**src/rtl/cfd_map.vh**
```
// Register map, field positions, reset values and timing for the fault detector
`ifndef CFD_MAP_VH
`define CFD_MAP_VH

// Extended register addresses
`define CFD_CTL_ADDR 12'h122
`define CFD_THR_ADDR 12'h123
`define CFD_CHK_ADDR 12'h124

// Reset values
`define CFD_CTL_RST 8'h00
`define CFD_THR_RST 8'h8B
`define CFD_CHK_RST 8'h84

// Measurement control field positions
`define CFD_ACT_BIT 7
`define CFD_EDGE_BIT 6
`define CFD_SEL_HI_BIT 5
`define CFD_SEL_LO_BIT 4
`define CFD_ZX1_EN_BIT 3
`define CFD_ZX2_EN_BIT 2
`define CFD_PF_SEL_BIT 1
`define CFD_ZC_BYP_BIT 0

// Fault check control field positions
`define CFD_CHK_EN_BIT 7
`define CFD_RATIO_MSB 3
`define CFD_RATIO_LSB 0

// Threshold scale: one threshold LSB is two to this power current LSBs (a left shift)
`define CFD_THR_SHIFT 7

// Fault filter time and clock rate
`define CFD_FILT_MS 3000
`define CFD_CLK_KHZ 40000

`endif

```
**src/rtl/cfd_fault_filter.v**
```verilog
// Misdetection filter: output follows raw status only after it stays put
`timescale 1ns/1ps
module cfd_fault_filter #(
  parameter [31:0] FILT_CYC = 32'd120000000
) (
  clk,
  rst,
  ce,
  raw_fault,
  filt_fault
);
  input wire clk;
  input wire rst;
  input wire ce;
  input wire raw_fault;
  output reg filt_fault;

  // One-hot states of the filtered status
  localparam [1:0] ST_NORM = 2'b01;
  localparam [1:0] ST_FAULT = 2'b10;

  reg [1:0] state_reg; // Filtered status state
  reg [31:0] cnt_reg; // Cycles the raw status has disagreed

  // Filter state machine with stability counter
  always @(posedge clk or posedge rst) begin
    if (rst) begin
      state_reg <= ST_NORM;
      cnt_reg <= 32'h00000000;
      filt_fault <= 1'b0;
    end else if (ce) begin
      case (state_reg)
        ST_NORM: begin
          // Count while raw reports fault, restart on any glitch
          if (!raw_fault) begin
            cnt_reg <= 32'h00000000;
          end else if (cnt_reg >= FILT_CYC - 32'd1) begin
            cnt_reg <= 32'h00000000;
            state_reg <= ST_FAULT;
            filt_fault <= 1'b1;
          end else begin
            cnt_reg <= cnt_reg + 32'd1;
          end
        end
        ST_FAULT: begin
          // Count while raw reports normal
          if (raw_fault) begin
            cnt_reg <= 32'h00000000;
          end else if (cnt_reg >= FILT_CYC - 32'd1) begin
            cnt_reg <= 32'h00000000;
            state_reg <= ST_NORM;
            filt_fault <= 1'b0;
          end else begin
            cnt_reg <= cnt_reg + 32'd1;
          end
        end
        default: begin
          // Recover from an illegal code
          state_reg <= ST_NORM;
          cnt_reg <= 32'h00000000;
          filt_fault <= 1'b0;
        end
      endcase
    end
  end
endmodule // cfd_fault_filter

```
**src/rtl/cfd_top.v**
```verilog
// Current fault detection and measurement control, extended register port
//
// Contract
// - Control bit 7 reports active current channel
// - Irq on fault entry or exit per select
// - Select 00 or 11 follows fault status
// - Select 01 forces channel 1, 10 channel 2
// - Zero-cross outputs gated by own enables
// - Result holds period or frequency per select
// - Zero-cross from filter or converter per bypass
// - Eight-bit minimum threshold resets to 8BH
// - Check disabled means no fault detection
// - Larger current at or below threshold: none
// - Ratio field decoded by priority to shift
// - Fault with larger inactive channel swaps channels under select 00 or 11
// - Irq and switching filtered about three seconds
// - Three-wire mode disables fault detection
`timescale 1ns/1ps
`include "cfd_map.vh"
module cfd_top #(
  parameter [31:0] FILT_CYC = `CFD_FILT_MS * `CFD_CLK_KHZ
) (
  clk,
  rst,
  ce,
  sfr_addr,
  sfr_wr,
  sfr_rd,
  sfr_wdata,
  sfr_rdata,
  sample_tick,
  ich1_mag,
  ich2_mag,
  three_wire_mode_bit,
  zc_raw1,
  zc_raw2,
  zc_lpf1,
  zc_lpf2,
  meas_done,
  period_meas,
  freq_meas,
  period_freq_result,
  zero_cross_out1,
  zero_cross_out2,
  active_channel_flag,
  fault_status,
  fault_mode_irq
);
  input wire clk;
  input wire rst;
  input wire ce;
  input wire [11:0] sfr_addr;
  input wire sfr_wr;
  input wire sfr_rd;
  input wire [7:0] sfr_wdata;
  output reg [7:0] sfr_rdata;
  input wire sample_tick;
  input wire [23:0] ich1_mag;
  input wire [23:0] ich2_mag;
  input wire three_wire_mode_bit;
  input wire zc_raw1;
  input wire zc_raw2;
  input wire zc_lpf1;
  input wire zc_lpf2;
  input wire meas_done;
  input wire [15:0] period_meas;
  input wire [15:0] freq_meas;
  output reg [15:0] period_freq_result;
  output reg zero_cross_out1;
  output reg zero_cross_out2;
  output reg active_channel_flag;
  output reg fault_status;
  output reg fault_mode_irq;

  // Priority decode of the ratio field into a right shift
  function [2:0] ratio_shift;
    input [3:0] field;
    begin
      if (field[3]) begin
        ratio_shift = 3'd3; // 1/8
      end else if (field[2]) begin
        ratio_shift = 3'd4; // 1/16
      end else if (field[1]) begin
        ratio_shift = 3'd5; // 1/32
      end else if (field[0]) begin
        ratio_shift = 3'd6; // 1/64
      end else begin
        ratio_shift = 3'd4; // 1/16 for all zero
      end
    end
  endfunction

  // Absolute difference of two magnitudes
  function [23:0] abs_diff;
    input [23:0] a;
    input [23:0] b;
    begin
      abs_diff = (a >= b) ? (a - b) : (b - a);
    end
  endfunction

  reg [6:0] ctl_reg; // Writable control bits 6..0
  reg [7:0] thr_reg; // Minimum current threshold
  reg chk_en_reg; // Fault check enable
  reg [3:0] ratio_reg; // Difference ratio field
  reg raw_fault_reg; // Unfiltered fault status
  reg filt_d_reg; // Previous filtered status
  wire filt_fault; // Filtered fault status
  localparam [7:0] CTL_RST = `CFD_CTL_RST; // Control reset value
  localparam [7:0] CHK_RST = `CFD_CHK_RST; // Check control reset value

  // Decoded control fields
  wire edge_sel = ctl_reg[`CFD_EDGE_BIT];
  wire [1:0] ch_sel = {ctl_reg[`CFD_SEL_HI_BIT], ctl_reg[`CFD_SEL_LO_BIT]};
  wire auto_sel = (ch_sel == 2'b00) || (ch_sel == 2'b11);

  // Active and inactive channel values
  wire [23:0] act_i = active_channel_flag ? ich2_mag : ich1_mag;
  wire [23:0] inact_i = active_channel_flag ? ich1_mag : ich2_mag;
  wire [23:0] max_i = (ich1_mag >= ich2_mag) ? ich1_mag : ich2_mag;
  wire [23:0] diff_i = abs_diff(ich1_mag, ich2_mag);
  wire [23:0] limit_i = act_i >> ratio_shift(ratio_reg);
  wire [23:0] thr_i = {9'h000, thr_reg, 7'h00};

  // Detection only when enabled, two-wire and above threshold
  wire detect_ok = chk_en_reg && !three_wire_mode_bit && (max_i > thr_i);

  // Register writes from the extended register port
  always @(posedge clk or posedge rst) begin
    if (rst) begin
      ctl_reg <= CTL_RST[6:0];
      thr_reg <= `CFD_THR_RST;
      chk_en_reg <= CHK_RST[`CFD_CHK_EN_BIT];
      ratio_reg <= CHK_RST[`CFD_RATIO_MSB:`CFD_RATIO_LSB];
    end else if (ce && sfr_wr) begin
      case (sfr_addr)
        `CFD_CTL_ADDR: begin
          ctl_reg <= sfr_wdata[6:0]; // Bit 7 is status only
        end
        `CFD_THR_ADDR: begin
          thr_reg <= sfr_wdata;
        end
        `CFD_CHK_ADDR: begin
          // Bits 6..4 are not stored
          chk_en_reg <= sfr_wdata[`CFD_CHK_EN_BIT];
          ratio_reg <= sfr_wdata[`CFD_RATIO_MSB:`CFD_RATIO_LSB];
        end
        default: begin
          // Unmapped write ignored
        end
      endcase
    end
  end

  // Registered read data, zero for unmapped addresses
  always @(posedge clk or posedge rst) begin
    if (rst) begin
      sfr_rdata <= 8'h00;
    end else if (ce && sfr_rd) begin
      case (sfr_addr)
        `CFD_CTL_ADDR: begin
          sfr_rdata <= {active_channel_flag, ctl_reg};
        end
        `CFD_THR_ADDR: begin
          sfr_rdata <= thr_reg;
        end
        `CFD_CHK_ADDR: begin
          sfr_rdata <= {chk_en_reg, 3'h0, ratio_reg};
        end
        default: begin
          sfr_rdata <= 8'h00;
        end
      endcase
    end
  end

  // Raw fault evaluation once per sample, held while detection is off
  always @(posedge clk or posedge rst) begin
    if (rst) begin
      raw_fault_reg <= 1'b0;
    end else if (ce && sample_tick && detect_ok) begin
      raw_fault_reg <= (diff_i > limit_i);
    end
  end

  // Misdetection filter on the fault status
  cfd_fault_filter #(
    .FILT_CYC(FILT_CYC)
  ) u_filter (
    .clk(clk),
    .rst(rst),
    .ce(ce),
    .raw_fault(raw_fault_reg),
    .filt_fault(filt_fault)
  );

  // Status edge detection, interrupt pulse and channel choice
  always @(posedge clk or posedge rst) begin
    if (rst) begin
      filt_d_reg <= 1'b0;
      fault_status <= 1'b0;
      fault_mode_irq <= 1'b0;
      active_channel_flag <= 1'b0;
    end else if (ce) begin
      filt_d_reg <= filt_fault;
      fault_status <= filt_fault;
      // One-cycle pulse on the selected transition
      if (edge_sel) begin
        fault_mode_irq <= filt_d_reg && !filt_fault;
      end else begin
        fault_mode_irq <= !filt_d_reg && filt_fault;
      end
      if (ch_sel == 2'b01) begin
        active_channel_flag <= 1'b0;
      end else if (ch_sel == 2'b10) begin
        active_channel_flag <= 1'b1;
      end else if (auto_sel && filt_fault && sample_tick && (inact_i > act_i)) begin
        // Swap to the larger channel while in fault
        active_channel_flag <= !active_channel_flag;
      end
    end
  end

  // Zero-cross outputs and period or frequency result
  always @(posedge clk or posedge rst) begin
    if (rst) begin
      zero_cross_out1 <= 1'b0;
      zero_cross_out2 <= 1'b0;
      period_freq_result <= 16'h0000;
    end else if (ce) begin
      if (ctl_reg[`CFD_ZC_BYP_BIT]) begin
        // Bypass: straight from the converter
        zero_cross_out1 <= ctl_reg[`CFD_ZX1_EN_BIT] && zc_raw1;
        zero_cross_out2 <= ctl_reg[`CFD_ZX2_EN_BIT] && zc_raw2;
      end else begin
        // Normal: from the low-pass filter
        zero_cross_out1 <= ctl_reg[`CFD_ZX1_EN_BIT] && zc_lpf1;
        zero_cross_out2 <= ctl_reg[`CFD_ZX2_EN_BIT] && zc_lpf2;
      end
      if (meas_done) begin
        if (ctl_reg[`CFD_PF_SEL_BIT]) begin
          period_freq_result <= freq_meas;
        end else begin
          period_freq_result <= period_meas;
        end
      end
    end
  end
endmodule // cfd_top

```
**config.mk**
```make
export PLATFORM = sky130hd
export DESIGN_NAME = cfd_top
export DESIGN_NICKNAME = d
export VERILOG_FILES = /design/src/rtl/cfd_fault_filter.v /design/src/rtl/cfd_top.v
export VERILOG_INCLUDE_DIRS = /design/src /design/src/rtl
export SDC_FILE = /design/constraint.sdc
export NUM_CORES = 1
export LEC_CHECK = 0
export BUFFER_PORTS_ARGS = -buffer_cell sky130_fd_sc_hd__buf_2
export CELL_PAD_IN_SITES_DETAIL_PLACEMENT = 1
export CELL_PAD_IN_SITES_GLOBAL_PLACEMENT = 1
export CORE_MARGIN = 5
export CORE_UTILIZATION = 44
export DETAILED_ROUTE_END_ITERATION = 16
export PLACE_DENSITY_LB_ADDON = 0.1
export SKIP_LAST_GASP = 1
export SYNTH_ARGS = -nofsm -noshare
export SYNTH_HDL_FRONTEND = slang
export SYNTH_SLANG_ARGS = --single-unit
```
**constraint.sdc**
```tcl
create_clock -name clk -period 5.05 [get_ports clk]
set_clock_uncertainty 0.2 [all_clocks]
set_input_delay 1.515 -clock clk [delete_from_list [all_inputs] [get_ports clk]]
set_output_delay 1.515 -clock clk [all_outputs]
set_load 0.02 [all_outputs]
```
==> flow_summary_export.csv <==
group,metric,value,unit
detailed_routing,first_iter_violations,579,
global_routing,grt_usage,31.1,%
clock_tree,clock_path_buffers,2,
detailed_routing,drt-wirelength-per-cell,21.8,um
detailed_routing,finalWirelength,36200,um
setup_path,required,5.07,ns
global_routing,grt_pass1_vias,10600,
detailed_routing,first_pass_iters,5,
timing,tightest_slew,1.08,ns
logic_synthesis,synthFlopType,"dfrtp_1",
global_routing,antenna_found_initial,0,
cells_and_area,areaGrowthSynthToFinish,39.6,%
logic_synthesis,synth.ff_latch_count,84,
clock_tree,clk_pin_slew,0.06,ns
floorplan,initial_utilization,44.7,%
logic_synthesis,syn_area,0.00873,mm^2
detailed_routing,routed_via_density,5.95,
pwr,p_leak,5.71,nW
clock_tree,clk_latency,0.34,ns
cells_and_area,antennaDiodeCount,0,
floorplan,ios,141,
global_routing,grt_util_met1,38.4,%
placed_design,place.gp.congestion,0.940,
setup_path,cp-start-kind,"input pin",
pwr,combinationalPowerShare,47.6,%
logic_synthesis,ys_types,76,
timing,slew_violations,0,
pwr,vdd_drop_max,0.239,mV
setup_path,critPathKind,"in2reg",
timing,setup_viol,1,
timing,hold_viol_final,0,
pwr,switchingPower,0.000936,W
run_status,violations,"setup timing",
floorplan,die_w,151,um
timing,tns,-0.646,ns
pwr,swShare,36.2,%
global_routing,globalRouteMet3Util,4.52,%
global_routing,grt_use_met2,54.5,%
setup_path,crit_arrival,5.72,ns
pwr,power_density,212,mW/mm^2
logic_synthesis,seq_area_frac_synth,24.2,%
logic_synthesis,synth-edff-count,0,
placed_design,dp_hpwl,26000,um
clock_tree,cts_tree,"done",
timing,fmax,0.176,GHz
placed_design,place_ws,-0.961,ns
timing,holdWs,0.284,ns
cells_and_area,layout_common_cells,"buf_4, buf_2, a21oi_1",
timing,min_period_over_period,113,%
timing,fin_crit,5.70,ns
clock_tree,cts.sink_count,84,
pwr,cell_internal_pwr,0.00165,W
hold_path,hold_class,"reg2reg",
global_routing,grt_first_pass_wirelength,55900,um
setup_path,critPathCaptureType,"flop",
clock_tree,hold_buffers,0,
timing,relSlewSlack,27.8,%
logic_synthesis,syn_inst,1053,
detailed_routing,postRouteAntennaNets,0,
cells_and_area,largest_register_ffs,32,
cells_and_area,fin_nets,1589,
cells_and_area,final_common_cell,"buf_4",
cells_and_area,drive_gt1_share,38.4,%
logic_synthesis,synthArstFlopShare,100,%
global_routing,grt_max_degree,45,
clock_tree,cts_inserted_buffers,9,
run,maxCapViolations,0,
pwr,p_clk_share,25.0,%
run_status,outcome,"complete, but fails checks",
logic_synthesis,avgSynthCellArea,8.29,um^2
pwr,power,0.00258,W
pwr,p_seq_share,27.4,%
detailed_routing,vias,9871,
clock_tree,clockRootBuffer,"clkbuf_16",
floorplan,die_area,0.0228,mm^2
floorplan,core,0.0195,mm^2
timing,rsz0062_at_grt,"true",
logic_synthesis,yosysWarnings,0,
global_routing,busiest_layer,"met2",
global_routing,grt_remaining_overflow,0,
placed_design,portBuffers,140,
timing,setup_slack,-0.646,ns
floorplan,core.rowCount,51,
detailed_routing,drc,0,
floorplan,fp.dieH,151,um
setup_path,path_max_fanout,4,
clock_tree,htreeDepth,3,
worst paths after layout:
path                            startpoint                    end  slack, ns  depth (start not counted)
min in group asynchronous              rst           sfr_rdata[0]       1.04                          2
min                        zero_cross_out1        zero_cross_out1       0.28                          1
max                            ich1_mag[8]          raw_fault_reg      -0.65                         24
max in group asynchronous              rst  u_filter.state_reg[0]       2.78                          3
min reg2reg                zero_cross_out1        zero_cross_out1       0.28                          1
max reg2reg                   ratio_reg[2]          raw_fault_reg       0.67                         16
power groups by stage:
| stage | registers, W | clock network (W) | logic (W) |
|---|---|---|---|
| after floorplan | 0.000735 | 0 | 0.000576 |
| after global placement | 0.000717 | 0 | 0.00103 |
| after detailed placement | 0.000718 | 0 | 0.00107 |
| after CTS | 0.000707 | 0.000655 | 0.00115 |
| after global routing | 0.000710 | 0.000679 | 0.00132 |
| final | 0.000707 | 0.000646 | 0.00123 |
repair_timing:
action | in CTS | in global routing
resized for setup | 65 | 13
hold endpoints to repair | 0 | 0
setup buffers | 16 | 2
gates cloned | 1 | 0
setup endpoints to repair | 1 | 1
pin swaps | 43 | 24
Yosys cell counts, types with 14 or more instances:
library cell / count / area (um^2)
nand4_1: 18 / 113
and3_1: 14 / 87.6
xnor2_1: 17 / 149
mux2i_1: 62 / 621
nand2_1: 88 / 330
nand3_1: 29 / 145
a21o_1: 18 / 135
ha_1: 85 / 1060
nor2b_1: 15 / 93.8
a21oi_1: 106 / 531
mux2_2: 29 / 327
o21ai_0: 74 / 370
inv_1: 75 / 282
dfrtp_1: 77 / 1930
nor2_1: 82 / 308
clkbuf_1: 37 / 139
worst max-delay path: stages:
cell      delay [ns]
buf_2           0.13
inv_1           0.11
ha_4            0.31
nand4_1         0.18
nor2_2          0.20
nand4_1         0.19
o21ai_2         0.22
buf_6           0.13
nor2_4          0.04
buf_6           0.11
mux2i_4         0.19
buf_4           0.16
o311ai_4        0.29
a31oi_1         0.17
xnor2_1         0.16
ha_1            0.29
nand3_2         0.10
nor2_1          0.17
nand2_1         0.15
nor4_4          0.21
nand3_2         0.15
nor3_2          0.21
nor2_2          0.07
mux2_4          0.26
per-layer routing:
layer	vias up	share of wire (%)
met5	-	0
met4	0	4.2
met3	116	5.3
met2	340	50
met1	4904	41
li1	4511	-
per-stage QoR:
step	cell area (um^2)	std cells	utilization, %
finish	12200	1660	62.4
global route	12200	1660	62.4
global placement	11400	1625	58.2
floorplan	8910	1055	-
CTS	12100	1658	61.9
detailed placement	11400	1625	58.2
kinds of logic (layout without fill, tap and decap cells):
logic type | count (synthesis) | in the layout | synth area share, %
xor+xnor | 29 | 29 | 2.91
simple gates | 299 | 299 | 16.3
mux | 106 | 106 | 14.4
fa+ha+maj | 87 | 87 | 12.6
compound gates | 311 | 311 | 22.9
buf+inv | 136 | 476 | 6.57
other cells | 1 | 3 | 0.0430
flops | 84 | 84 | 24.2
final cells by class:
class	instances	area (um^2)
multi-input cells	835	6530
clock buffers	13	240
repair buffers	384	2630
fillers	2386	7340
flip-flops and latches	84	2110
well taps	265	332
inverters	76	304
clock inverters	3	40.0
No activity file was read; power rests on OpenSTA's default activity.
